## config.mk

```make
export PLATFORM = sky130hd
export DESIGN_NAME = psr_shift_register
export DESIGN_NICKNAME = d
export VERILOG_FILES = /design/src/shared/psr_pkg.sv /design/src/psr_shift_register.sv
export SDC_FILE = /design/constraint.sdc
export NUM_CORES = 1
export LEC_CHECK = 0
export BUFFER_PORTS_ARGS = -buffer_cell sky130_fd_sc_hd__buf_2
export CAP_MARGIN = 40
export CORE_ASPECT_RATIO = 0.6
export CORE_UTILIZATION = 54
export DETAILED_ROUTE_END_ITERATION = 16
export PLACE_DENSITY_LB_ADDON = 0.15
export SYNTH_ARGS = -nofsm -noshare
export SYNTH_HDL_FRONTEND = slang
export SYNTH_HIERARCHICAL = 1
export SYNTH_SLANG_ARGS = --single-unit
```

## constraint.sdc

```tcl
create_clock -name I_REF_CLK -period 3.78 [get_ports I_REF_CLK]
set_input_delay 0.189 -clock I_REF_CLK [delete_from_list [all_inputs] [get_ports I_REF_CLK]]
set_output_delay 0.189 -clock I_REF_CLK [all_outputs]
set_load 0.05 [all_outputs]
```

## src/shared/psr_pkg.sv

```systemverilog
// Package for the parallel/serial shift register block.
// Assumes a single 200 MHz system clock with all pins sampled in that domain.
package psr_pkg;
    localparam int unsigned            STAGES        = 8;
    localparam int unsigned            FIFO_DEPTH    = 8;
    localparam int unsigned            FIFO_WIDTH    = 1;
    localparam logic [STAGES-1:0]      STAGES_RESET  = 8'h00;
    localparam logic                   GATE_RESET    = 1'h1;
    localparam int unsigned            CLK_PERIOD_PS = 5000;
endpackage : psr_pkg

```

## src/psr_shift_register.sv

```systemverilog
// Eight-stage parallel-in/serial-in, serial-out register with a gated clock,
// an overriding clear and an output FIFO that collects the last stage per clocking, load or shift.
// Assumes all control and data pins are asynchronous to I_REF_CLK.
`timescale 1ns/10ps

module psr_fifo #(
    parameter int unsigned WIDTH = psr_pkg::FIFO_WIDTH,
    parameter int unsigned DEPTH = psr_pkg::FIFO_DEPTH
) (
    input  wire logic             i_clk,
    input  wire logic             i_reset,
    input  wire logic             i_in_valid,
    input  wire logic [WIDTH-1:0] i_in_data,
    output logic                  o_in_ready,
    output logic                  o_out_valid,
    output logic      [WIDTH-1:0] o_out_data,
    input  wire logic             i_out_ready
);
    localparam int unsigned PTR_W = (DEPTH > 1) ? $clog2(DEPTH) : 1;
    localparam int unsigned CNT_W = $clog2(DEPTH + 1);

    generate
        if (DEPTH < 2 || WIDTH < 1)
        begin : g_bad_params
            $error("psr_fifo needs DEPTH of at least 2 and WIDTH of at least 1.");
        end
    endgenerate

    typedef struct packed {
        logic [DEPTH-1:0][WIDTH-1:0] mem;
        logic [PTR_W-1:0]            wr_ptr;
        logic [PTR_W-1:0]            rd_ptr;
        logic [CNT_W-1:0]            count;
    } psr_fifo_s;

    psr_fifo_s state_ff;
    psr_fifo_s nxt_state;
    logic      push;
    logic      pop;

    assign o_in_ready  = (state_ff.count != CNT_W'(DEPTH));
    assign o_out_valid = (state_ff.count != '0);
    assign o_out_data  = state_ff.mem[state_ff.rd_ptr];
    assign push        = i_in_valid && o_in_ready;
    assign pop         = o_out_valid && i_out_ready;

    always_comb
    begin
        nxt_state = state_ff;
        if (push)
        begin
            nxt_state.mem[state_ff.wr_ptr] = i_in_data;
            nxt_state.wr_ptr = (state_ff.wr_ptr == PTR_W'(DEPTH - 1)) ? '0 : state_ff.wr_ptr + 1'b1;
        end
        if (pop)
        begin
            nxt_state.rd_ptr = (state_ff.rd_ptr == PTR_W'(DEPTH - 1)) ? '0 : state_ff.rd_ptr + 1'b1;
        end
        case ({push, pop})
            2'b10:   nxt_state.count = state_ff.count + 1'b1;
            2'b01:   nxt_state.count = state_ff.count - 1'b1;
            default: nxt_state.count = state_ff.count;
        endcase
    end

    always_ff @(posedge i_clk)
    begin
        if (i_reset)
        begin
            state_ff <= '0;
        end
        else
        begin
            state_ff <= nxt_state;
        end
    end
endmodule : psr_fifo

// Contract
// - A high select chains all eight stages into one shift path advanced on each effective rising clock edge.
// - On a shift the first stage takes the serial input and each later stage takes the old value of its predecessor.
// - A low select loads all eight parallel inputs at the next effective rising clock edge and not earlier.
// - During a parallel load the serial input reaches no stage.
// - Clock and clock hold are combined through a two-input NOR and the gated rising clock edge is acted upon.
// - While clock or clock hold is high no clocking happens and every stage keeps its value.
// - Holding one of the two clock inputs low lets the other act as the clock, so a free clock can be paused.
// - An asserted active-low clear zeroes all eight stages and overrides clock, hold, select and data.
// - Only the last stage is visible as the serial output; the earlier stages stay internal.
module psr_shift_register #(
    parameter int unsigned STAGES     = psr_pkg::STAGES,
    parameter int unsigned FIFO_DEPTH = psr_pkg::FIFO_DEPTH
) (
    input  wire logic              I_REF_CLK,
    input  wire logic              I_RESET,
    input  wire logic              I_CLK,
    input  wire logic              I_CLOCK_HOLD_INPUT,
    input  wire logic              I_SHIFT_OR_LOAD_SELECT,
    input  wire logic              I_SERIAL_DATA_IN,
    input  wire logic [STAGES-1:0] I_PARALLEL_DATA,
    input  wire logic              I_ASYNC_CLEAR_N,
    output logic                   O_LAST_STAGE_OUT,
    output logic                   O_STALLED,
    output logic                   O_STREAM_VALID,
    output logic                   O_STREAM_DATA,
    input  wire logic              I_STREAM_READY
);
    generate
        if (STAGES < 2 || FIFO_DEPTH < 2)
        begin : g_bad_params
            $error("psr_shift_register needs at least two stages and a FIFO depth of at least two.");
        end
    endgenerate

    // Every clock, hold, select, serial, clear and parallel pin passes two flip-flops; the s1 copies feed only the s2 copies.
    typedef struct packed {
        logic              s1_clk;
        logic              s1_hold;
        logic              s1_select;
        logic              s1_serial;
        logic              s1_clear_n;
        logic [STAGES-1:0] s1_parallel;
        logic              s2_clk;
        logic              s2_hold;
        logic              s2_select;
        logic              s2_serial;
        logic              s2_clear_n;
        logic [STAGES-1:0] s2_parallel;
        logic              gate_prev;
        logic              stalled;
        logic [STAGES-1:0] stages;
    } psr_state_s;

    psr_state_s state_ff;
    psr_state_s nxt_state;
    logic       gate_now;
    logic       edge_seen;
    logic       fifo_ready;
    logic       advance;

    // The NOR output low means clocking is blocked; its falling side is the flip-flop edge.
    assign gate_now  = state_ff.s2_clk | state_ff.s2_hold;
    assign edge_seen = !state_ff.gate_prev && gate_now;
    assign advance   = edge_seen && fifo_ready && state_ff.s2_clear_n;

    always_comb
    begin
        nxt_state             = state_ff;
        nxt_state.s1_clk      = I_CLK;
        nxt_state.s1_hold     = I_CLOCK_HOLD_INPUT;
        nxt_state.s1_select   = I_SHIFT_OR_LOAD_SELECT;
        nxt_state.s1_serial   = I_SERIAL_DATA_IN;
        nxt_state.s1_clear_n  = I_ASYNC_CLEAR_N;
        nxt_state.s1_parallel = I_PARALLEL_DATA;
        nxt_state.s2_clk      = state_ff.s1_clk;
        nxt_state.s2_hold     = state_ff.s1_hold;
        nxt_state.s2_select   = state_ff.s1_select;
        nxt_state.s2_serial   = state_ff.s1_serial;
        nxt_state.s2_clear_n  = state_ff.s1_clear_n;
        nxt_state.s2_parallel = state_ff.s1_parallel;
        nxt_state.gate_prev   = gate_now;
        nxt_state.stalled     = edge_seen && !fifo_ready;
        if (!state_ff.s2_clear_n)
        begin
            nxt_state.stages = psr_pkg::STAGES_RESET;
        end
        else if (advance)
        begin
            if (state_ff.s2_select)
            begin
                nxt_state.stages = {state_ff.stages[STAGES-2:0], state_ff.s2_serial};
            end
            else
            begin
                nxt_state.stages = state_ff.s2_parallel;
            end
        end
    end

    always_ff @(posedge I_REF_CLK)
    begin
        if (I_RESET)
        begin
            // The synchronised clock copies restart blocked as well, so a clock pin that idles high
            // through reset is not seen as a fresh rising edge once the synchronisers refill.
            state_ff           <= '0;
            state_ff.s1_clk    <= psr_pkg::GATE_RESET;
            state_ff.s2_clk    <= psr_pkg::GATE_RESET;
            state_ff.gate_prev <= psr_pkg::GATE_RESET;
            state_ff.stages    <= psr_pkg::STAGES_RESET;
        end
        else
        begin
            state_ff <= nxt_state;
        end
    end

    // Each clocking of the register pushes the new last-stage value; a full FIFO stalls clocking.
    psr_fifo #(
        .WIDTH (1),
        .DEPTH (FIFO_DEPTH)
    ) u_fifo (
        .i_clk       (I_REF_CLK),
        .i_reset     (I_RESET),
        .i_in_valid  (advance),
        .i_in_data   (nxt_state.stages[STAGES-1]),
        .o_in_ready  (fifo_ready),
        .o_out_valid (O_STREAM_VALID),
        .o_out_data  (O_STREAM_DATA),
        .i_out_ready (I_STREAM_READY)
    );

    assign O_LAST_STAGE_OUT = state_ff.stages[STAGES-1];
    assign O_STALLED        = state_ff.stalled;
endmodule : psr_shift_register

```

== Yosys cells after proc, flatten, opt, wreduce, memory -nomap -nowiden ==
Cells that the tools add are included.

* Output and inout port bits: 4
* Flip-flop bits (word level): 54

* Muxes and demuxes: 11
* Add/sub/neg operators: 4
* Bitwise operators: 2
* Reductions and logical operators: 12
* Magnitude comparators: 3
* Eq/ne operators: 5

{| class="wikitable"
|+ Operators with widths
! kind !! number
|-
| two-way mux 8 bit || 3
|-
| bitwise mux 8 bit || 1
|-
| < comparator 3 x 4 -> 1 bit, second input constant || 2
|-
| one-hot mux 4 bit (2 select lines) || 1
|-
| logical AND 1 bit || 7
|-
| adder 3 x 1 -> 3 bit, second input constant || 2
|-
| equality test 3 bit, second input constant || 2
|-
| two-way mux 3 bit || 2
|-
| adder 4 x 1 -> 4 bit, second input constant || 1
|-
| inequality test 4 bit, second input constant || 1
|-
| nonzero test 4 bit || 1
|-
| subtractor 4 x 1 -> 4 bit, second input constant || 1
|-
| binary-select mux 1 bit (select 3 bit) || 1
|-
| demux 1 bit (select 3 bit) || 1
|-
| greater-or-equal comparator 3 x 1 -> 1 bit, second input constant || 1
|-
| equality test 2 x 1 -> 1 bit, second input constant || 1
|-
| equality test 2 bit, second input constant || 1
|-
| zero test 1 bit || 2
|-
| two-way mux 1 bit || 2
|-
| nonzero test 2 bit || 1
|-
| OR reduction 2 bit || 1
|-
| NOT 1 bit || 1
|-
| OR 1 bit || 1
|}

== Logic depth before layout (Yosys ltp) ==
* Word-level depth: 7
* Mapped depth: 13

== Cells and area by module ==
The synthesis kept the hierarchy.

{| class="wikitable"
|+ Modules (own cells, without submodules)
! module !! cells each !! times used !! area each (µm²) !! seq. area each (µm²)
|-
| psr_shift_register || 103 || 1 || 1236.2 || 720.7
|-
| psr_fifo || 105 || 1 || 1003.5 || 360.3
|}

== Worst setup path after synthesis ==
OpenSTA, ideal clock, no wires.

* Path kind: register to register
* Start: register u_fifo/state_ff[1] (netlist bit)
* End: register u_fifo/state_ff[2] (netlist bit)
* Setup slack: 1.165 ns
* Stages on the path, launching flop included: 12
* Arrival: 2.545 ns
* Library setup time: 0.070 ns
* Buffers on the path: 1
* Cells stage by stage: dfxtp_1 > buf_6 > or4_4 > nand2_2 > inv_1 > ha_1 > xor2_1 > ha_1 > a21oi_1 > xor2_1 > or3_2 > a21oi_1

{| class="wikitable"
|+ RTL lines
! element !! RTL line !! RTL
|-
| start: declaration || psr_shift_register.sv:36 || <nowiki>psr_fifo_s state_ff;</nowiki>
|-
| start signal: assignment || psr_shift_register.sv:74 || <nowiki>state_ff <= nxt_state;</nowiki>
|-
| nonzero test 4 bit * || psr_shift_register.sv:42 || <nowiki>assign o_out_valid = (state_ff.count != '0);</nowiki>
|-
| named net O_STREAM_VALID || psr_shift_register.sv:103 || <nowiki>output logic O_STREAM_VALID,</nowiki>
|-
| logical AND 1 bit * || psr_shift_register.sv:45 || <nowiki>assign pop = o_out_valid && i_out_ready;</nowiki>
|-
| named net u_fifo.pop || psr_shift_register.sv:39 || <nowiki>logic pop;</nowiki>
|-
| equality test 2 x 1 -> 1 bit / equality test 2 bit (equally long branches) || psr_shift_register.sv:59 || <nowiki>case ({push, pop})</nowiki>
|-
| one-hot mux 4 bit (2 select lines) / nonzero test 2 bit (equally long branches) || - ||
|}

The timed path passes the listed nets; every way through them passes the cells marked *.
A chain may end at the register's enable or synchronous reset.

== Final worst setup path ==
* Start: register u_fifo/state_ff[0] (netlist bit)
* End: register u_fifo/state_ff[2] (netlist bit)

* Word-level cells in the longest chain between the ends: 6

{| class="wikitable"
|+ Ends and longest elaborated chain
! element !! RTL line !! RTL
|-
| inequality test 4 bit * || psr_shift_register.sv:41 || <nowiki>assign o_in_ready = (state_ff.count != CNT_W'(DEPTH));</nowiki>
|-
| named net fifo_ready || psr_shift_register.sv:137 || <nowiki>logic fifo_ready;</nowiki>
|-
| logical AND 1 bit * (2 in a row) || psr_shift_register.sv:143 || <nowiki>assign advance = edge_seen && fifo_ready && state_ff.s2_clear_n;</nowiki>
|-
| named net advance || psr_shift_register.sv:138 || <nowiki>logic advance;</nowiki>
|-
| logical AND 1 bit * || psr_shift_register.sv:44 || <nowiki>assign push = i_in_valid && o_in_ready;</nowiki>
|-
| equality test 2 x 1 -> 1 bit / equality test 2 bit (equally long branches) || psr_shift_register.sv:59 ||
|-
| one-hot mux 4 bit (2 select lines) / nonzero test 2 bit (equally long branches) || - ||
|}

Marked as above.

==> impl_metrics.toml <==
[status]
status = "complete, no violations"

[pwr]
total_power_mw = 0.982
leakage_nw = 0.901
ir_worst_vdd_mv = 0.300
power_density_nw_per_um2 = 407

[global_route]
overflow = 0
antenna_found_initial = 0
grt_usage = 0.190
grt_max_degree = 49
grt_pass1_vias = 1411
grt_pass1_wl_um = 6280

[clock_network]
cts-root-buf = "clkbuf_8"
cts_hold_buf = 0
htree_num_levels = 2
clk_path_buf_depth = 2
cts_resized = 0
clkTransAtPathRegs_ps = 90
post_cts.repair.setup_buffers = 0
clock-sinks = 54
numCtsBuffers = 5
insertion_delay_ps = 300
cts_tree = "built"

[final_layout]
num_antenna_cells = 0
drive_gt1_frac = 0.215
final_core_util = 0.634
area_delta_synth_final_pct = 7.82
nNetsFinal = 245
finish.instance_area_um2 = 2410
mostFrequentLayoutCells = "dfxtp_1, nor2b_1, buf_2"
fill_cells = 310
layout_commonest_cell = "dfxtp_1"

[timing]
timing.fmax_mhz = 331
rsz0062_at_grt = "false"
final-setup-viol-count = 0
setup_tns_ps = 0
period_needed_ps = 3020
drv_slew = 0
fin_skew_ps = 4.56
final_hold_viol_count = 0
worstMarginPinSlew_ps = 787
hold_ws_ps = 64.2
relSlewSlack = 0.475
period_share = 0.799

[floorplanning]
ios = 20
initial_core_util = 0.588
rows = 17
core_area_um2 = 3810
dieHeight_um = 51.9
die_area_um2 = 4420
fp.dieW_um = 85.1

[detailed_routing]
wl_um = 3740
drc = 0
drtPass1Iterations = 4
drt-initial-drc-count = 68
viasPerCell = 5.49
ant_nets = 0
vias = 1483
wl_per_cell_um = 13.8

[hold_path]
hold_class = "in -> reg"

[placed_design]
dp_hpwl_um = 2670
place_area_um2 = 2300
io_buffer_count = 19
place_congestion = 0.697

[critical_path]
crit_slowest_cell = "nor4b_4"
end_kind = "flip-flop"
cp_max_fo = 14
cpLargestDelayFamily = "simple AND/OR/NAND/NOR gates"
cp.required_ps = 4010
crit_arrival_ps = 3250
slowest_delay_ps = 570
crit_path_start_kind = "flip-flop"
path_cells = "nor4b_4, inv_2, nand2_1, nor2_4, nand2_2, ha_1, xor2_1, ha_1, a21oi_1, xor2_1, or3_2, a21oi_1"
path_class = "reg -> reg"
worst-path-buf-inv = 1

[synthesis]
synth-seq-cells = 54
synth_ff_type = "dfxtp_1"
ys_seq_area_frac = 0.483
syn_nets = 231
ys_types = 45
synth_edf_count = 0
synth_area_per_cell_um2 = 10.8
synth-async-reset-ratio = 0
netlist_area_um2 = 2240
synth_cells = 208
synth-warning-count = 6

[flow_run]
maxCapViolCount = 0
[stage by stage]
step,instances,setup WS [ps]
global placement,262,1010
CTS,270,809
global route,270,523
floorplan,208,1160
finish,270,760
detailed placement,262,830
[final cells by class]
cell class | count | area, um2 | share of cell area
Clock buffer | 8 | 110 | 0.0456
Inverter | 2 | 7.51 | 0.00311
Multi-Input combinational cell | 140 | 1060 | 0.440
Sequential cell | 54 | 1080 | 0.448
Tap cell | 47 | 58.8 | 0.0244
Timing Repair Buffer | 19 | 95.1 | 0.0394
[report_power, final]
| group | total (mW) | switching [mW] | internal [mW] |
|---|---|---|---|
| logic | 0.0379 | 0.0199 | 0.0180 |
| clock network | 0.356 | 0.171 | 0.185 |
| registers | 0.588 | 0.00597 | 0.582 |
| total | 0.982 | 0.197 | 0.785 |
[state kept, by name (all words and copies together) (netlist names)]
| signal | count |
|---|---|
| u_fifo/state_ff | 18 |
| nxt_state | 13 |
| O_LAST_STAGE_OUT | 1 |
| O_STALLED | 1 |
| state_ff | 21 |
[per-layer routing]
layer	up-vias	wire length, um	global-route usage
li1	748	-	-
met1	702	1890	0.240
met2	26	1650	0.312
met3	7	148	0.0524
met4	0	50	0.0763
met5	-	0	0
[Yosys cell counts (all sizes together) (4+ instances only)]
master | count | area (um2)
or3 | 4 | 26.3
nand3 | 4 | 25.0
dfxtp | 54 | 1080
nor2b | 25 | 156
nand2 | 11 | 46.3
a21oi | 16 | 80.1
ha | 7 | 87.6
a211oi | 7 | 87.6
mux2i | 16 | 160
buf | 9 | 71.3
nor2 | 13 | 56.3
[worst reg2reg max path, cell delays in order, from the launching register on]
cell,delay (ps)
dfxtp_1,400
nor4b_4,570
inv_2,140
nand2_1,160
nor2_4,110
nand2_2,140
ha_1,280
xor2_1,110
ha_1,200
a21oi_1,190
xor2_1,100
or3_2,410
a21oi_1,140
[logic make-up (layout without fill, tap and decap cells)]
group | count (synthesis) | count (layout) | share of synthesized area
buffers and inverters | 14 | 29 | 0.0430
AOI/OAI and AO/OA | 31 | 31 | 0.102
muxes | 21 | 21 | 0.108
adders and majority gates | 7 | 7 | 0.0391
and+or+nand+nor | 78 | 78 | 0.213
xor gates and xnor gates | 3 | 3 | 0.0117
DFF | 54 | 54 | 0.483
[path summary, 6_finish.rpt]
kind                        end  cells after the start  slack, ps          startpoint
max          u_fifo/state_ff[2]                     12        760  u_fifo/state_ff[0]
min               nxt_state[22]                      2         60               I_CLK
max reg2reg  u_fifo/state_ff[2]                     12        760  u_fifo/state_ff[0]
min reg2reg        state_ff[22]                      1        430       nxt_state[22]
(Power assumes the default switching activity.)
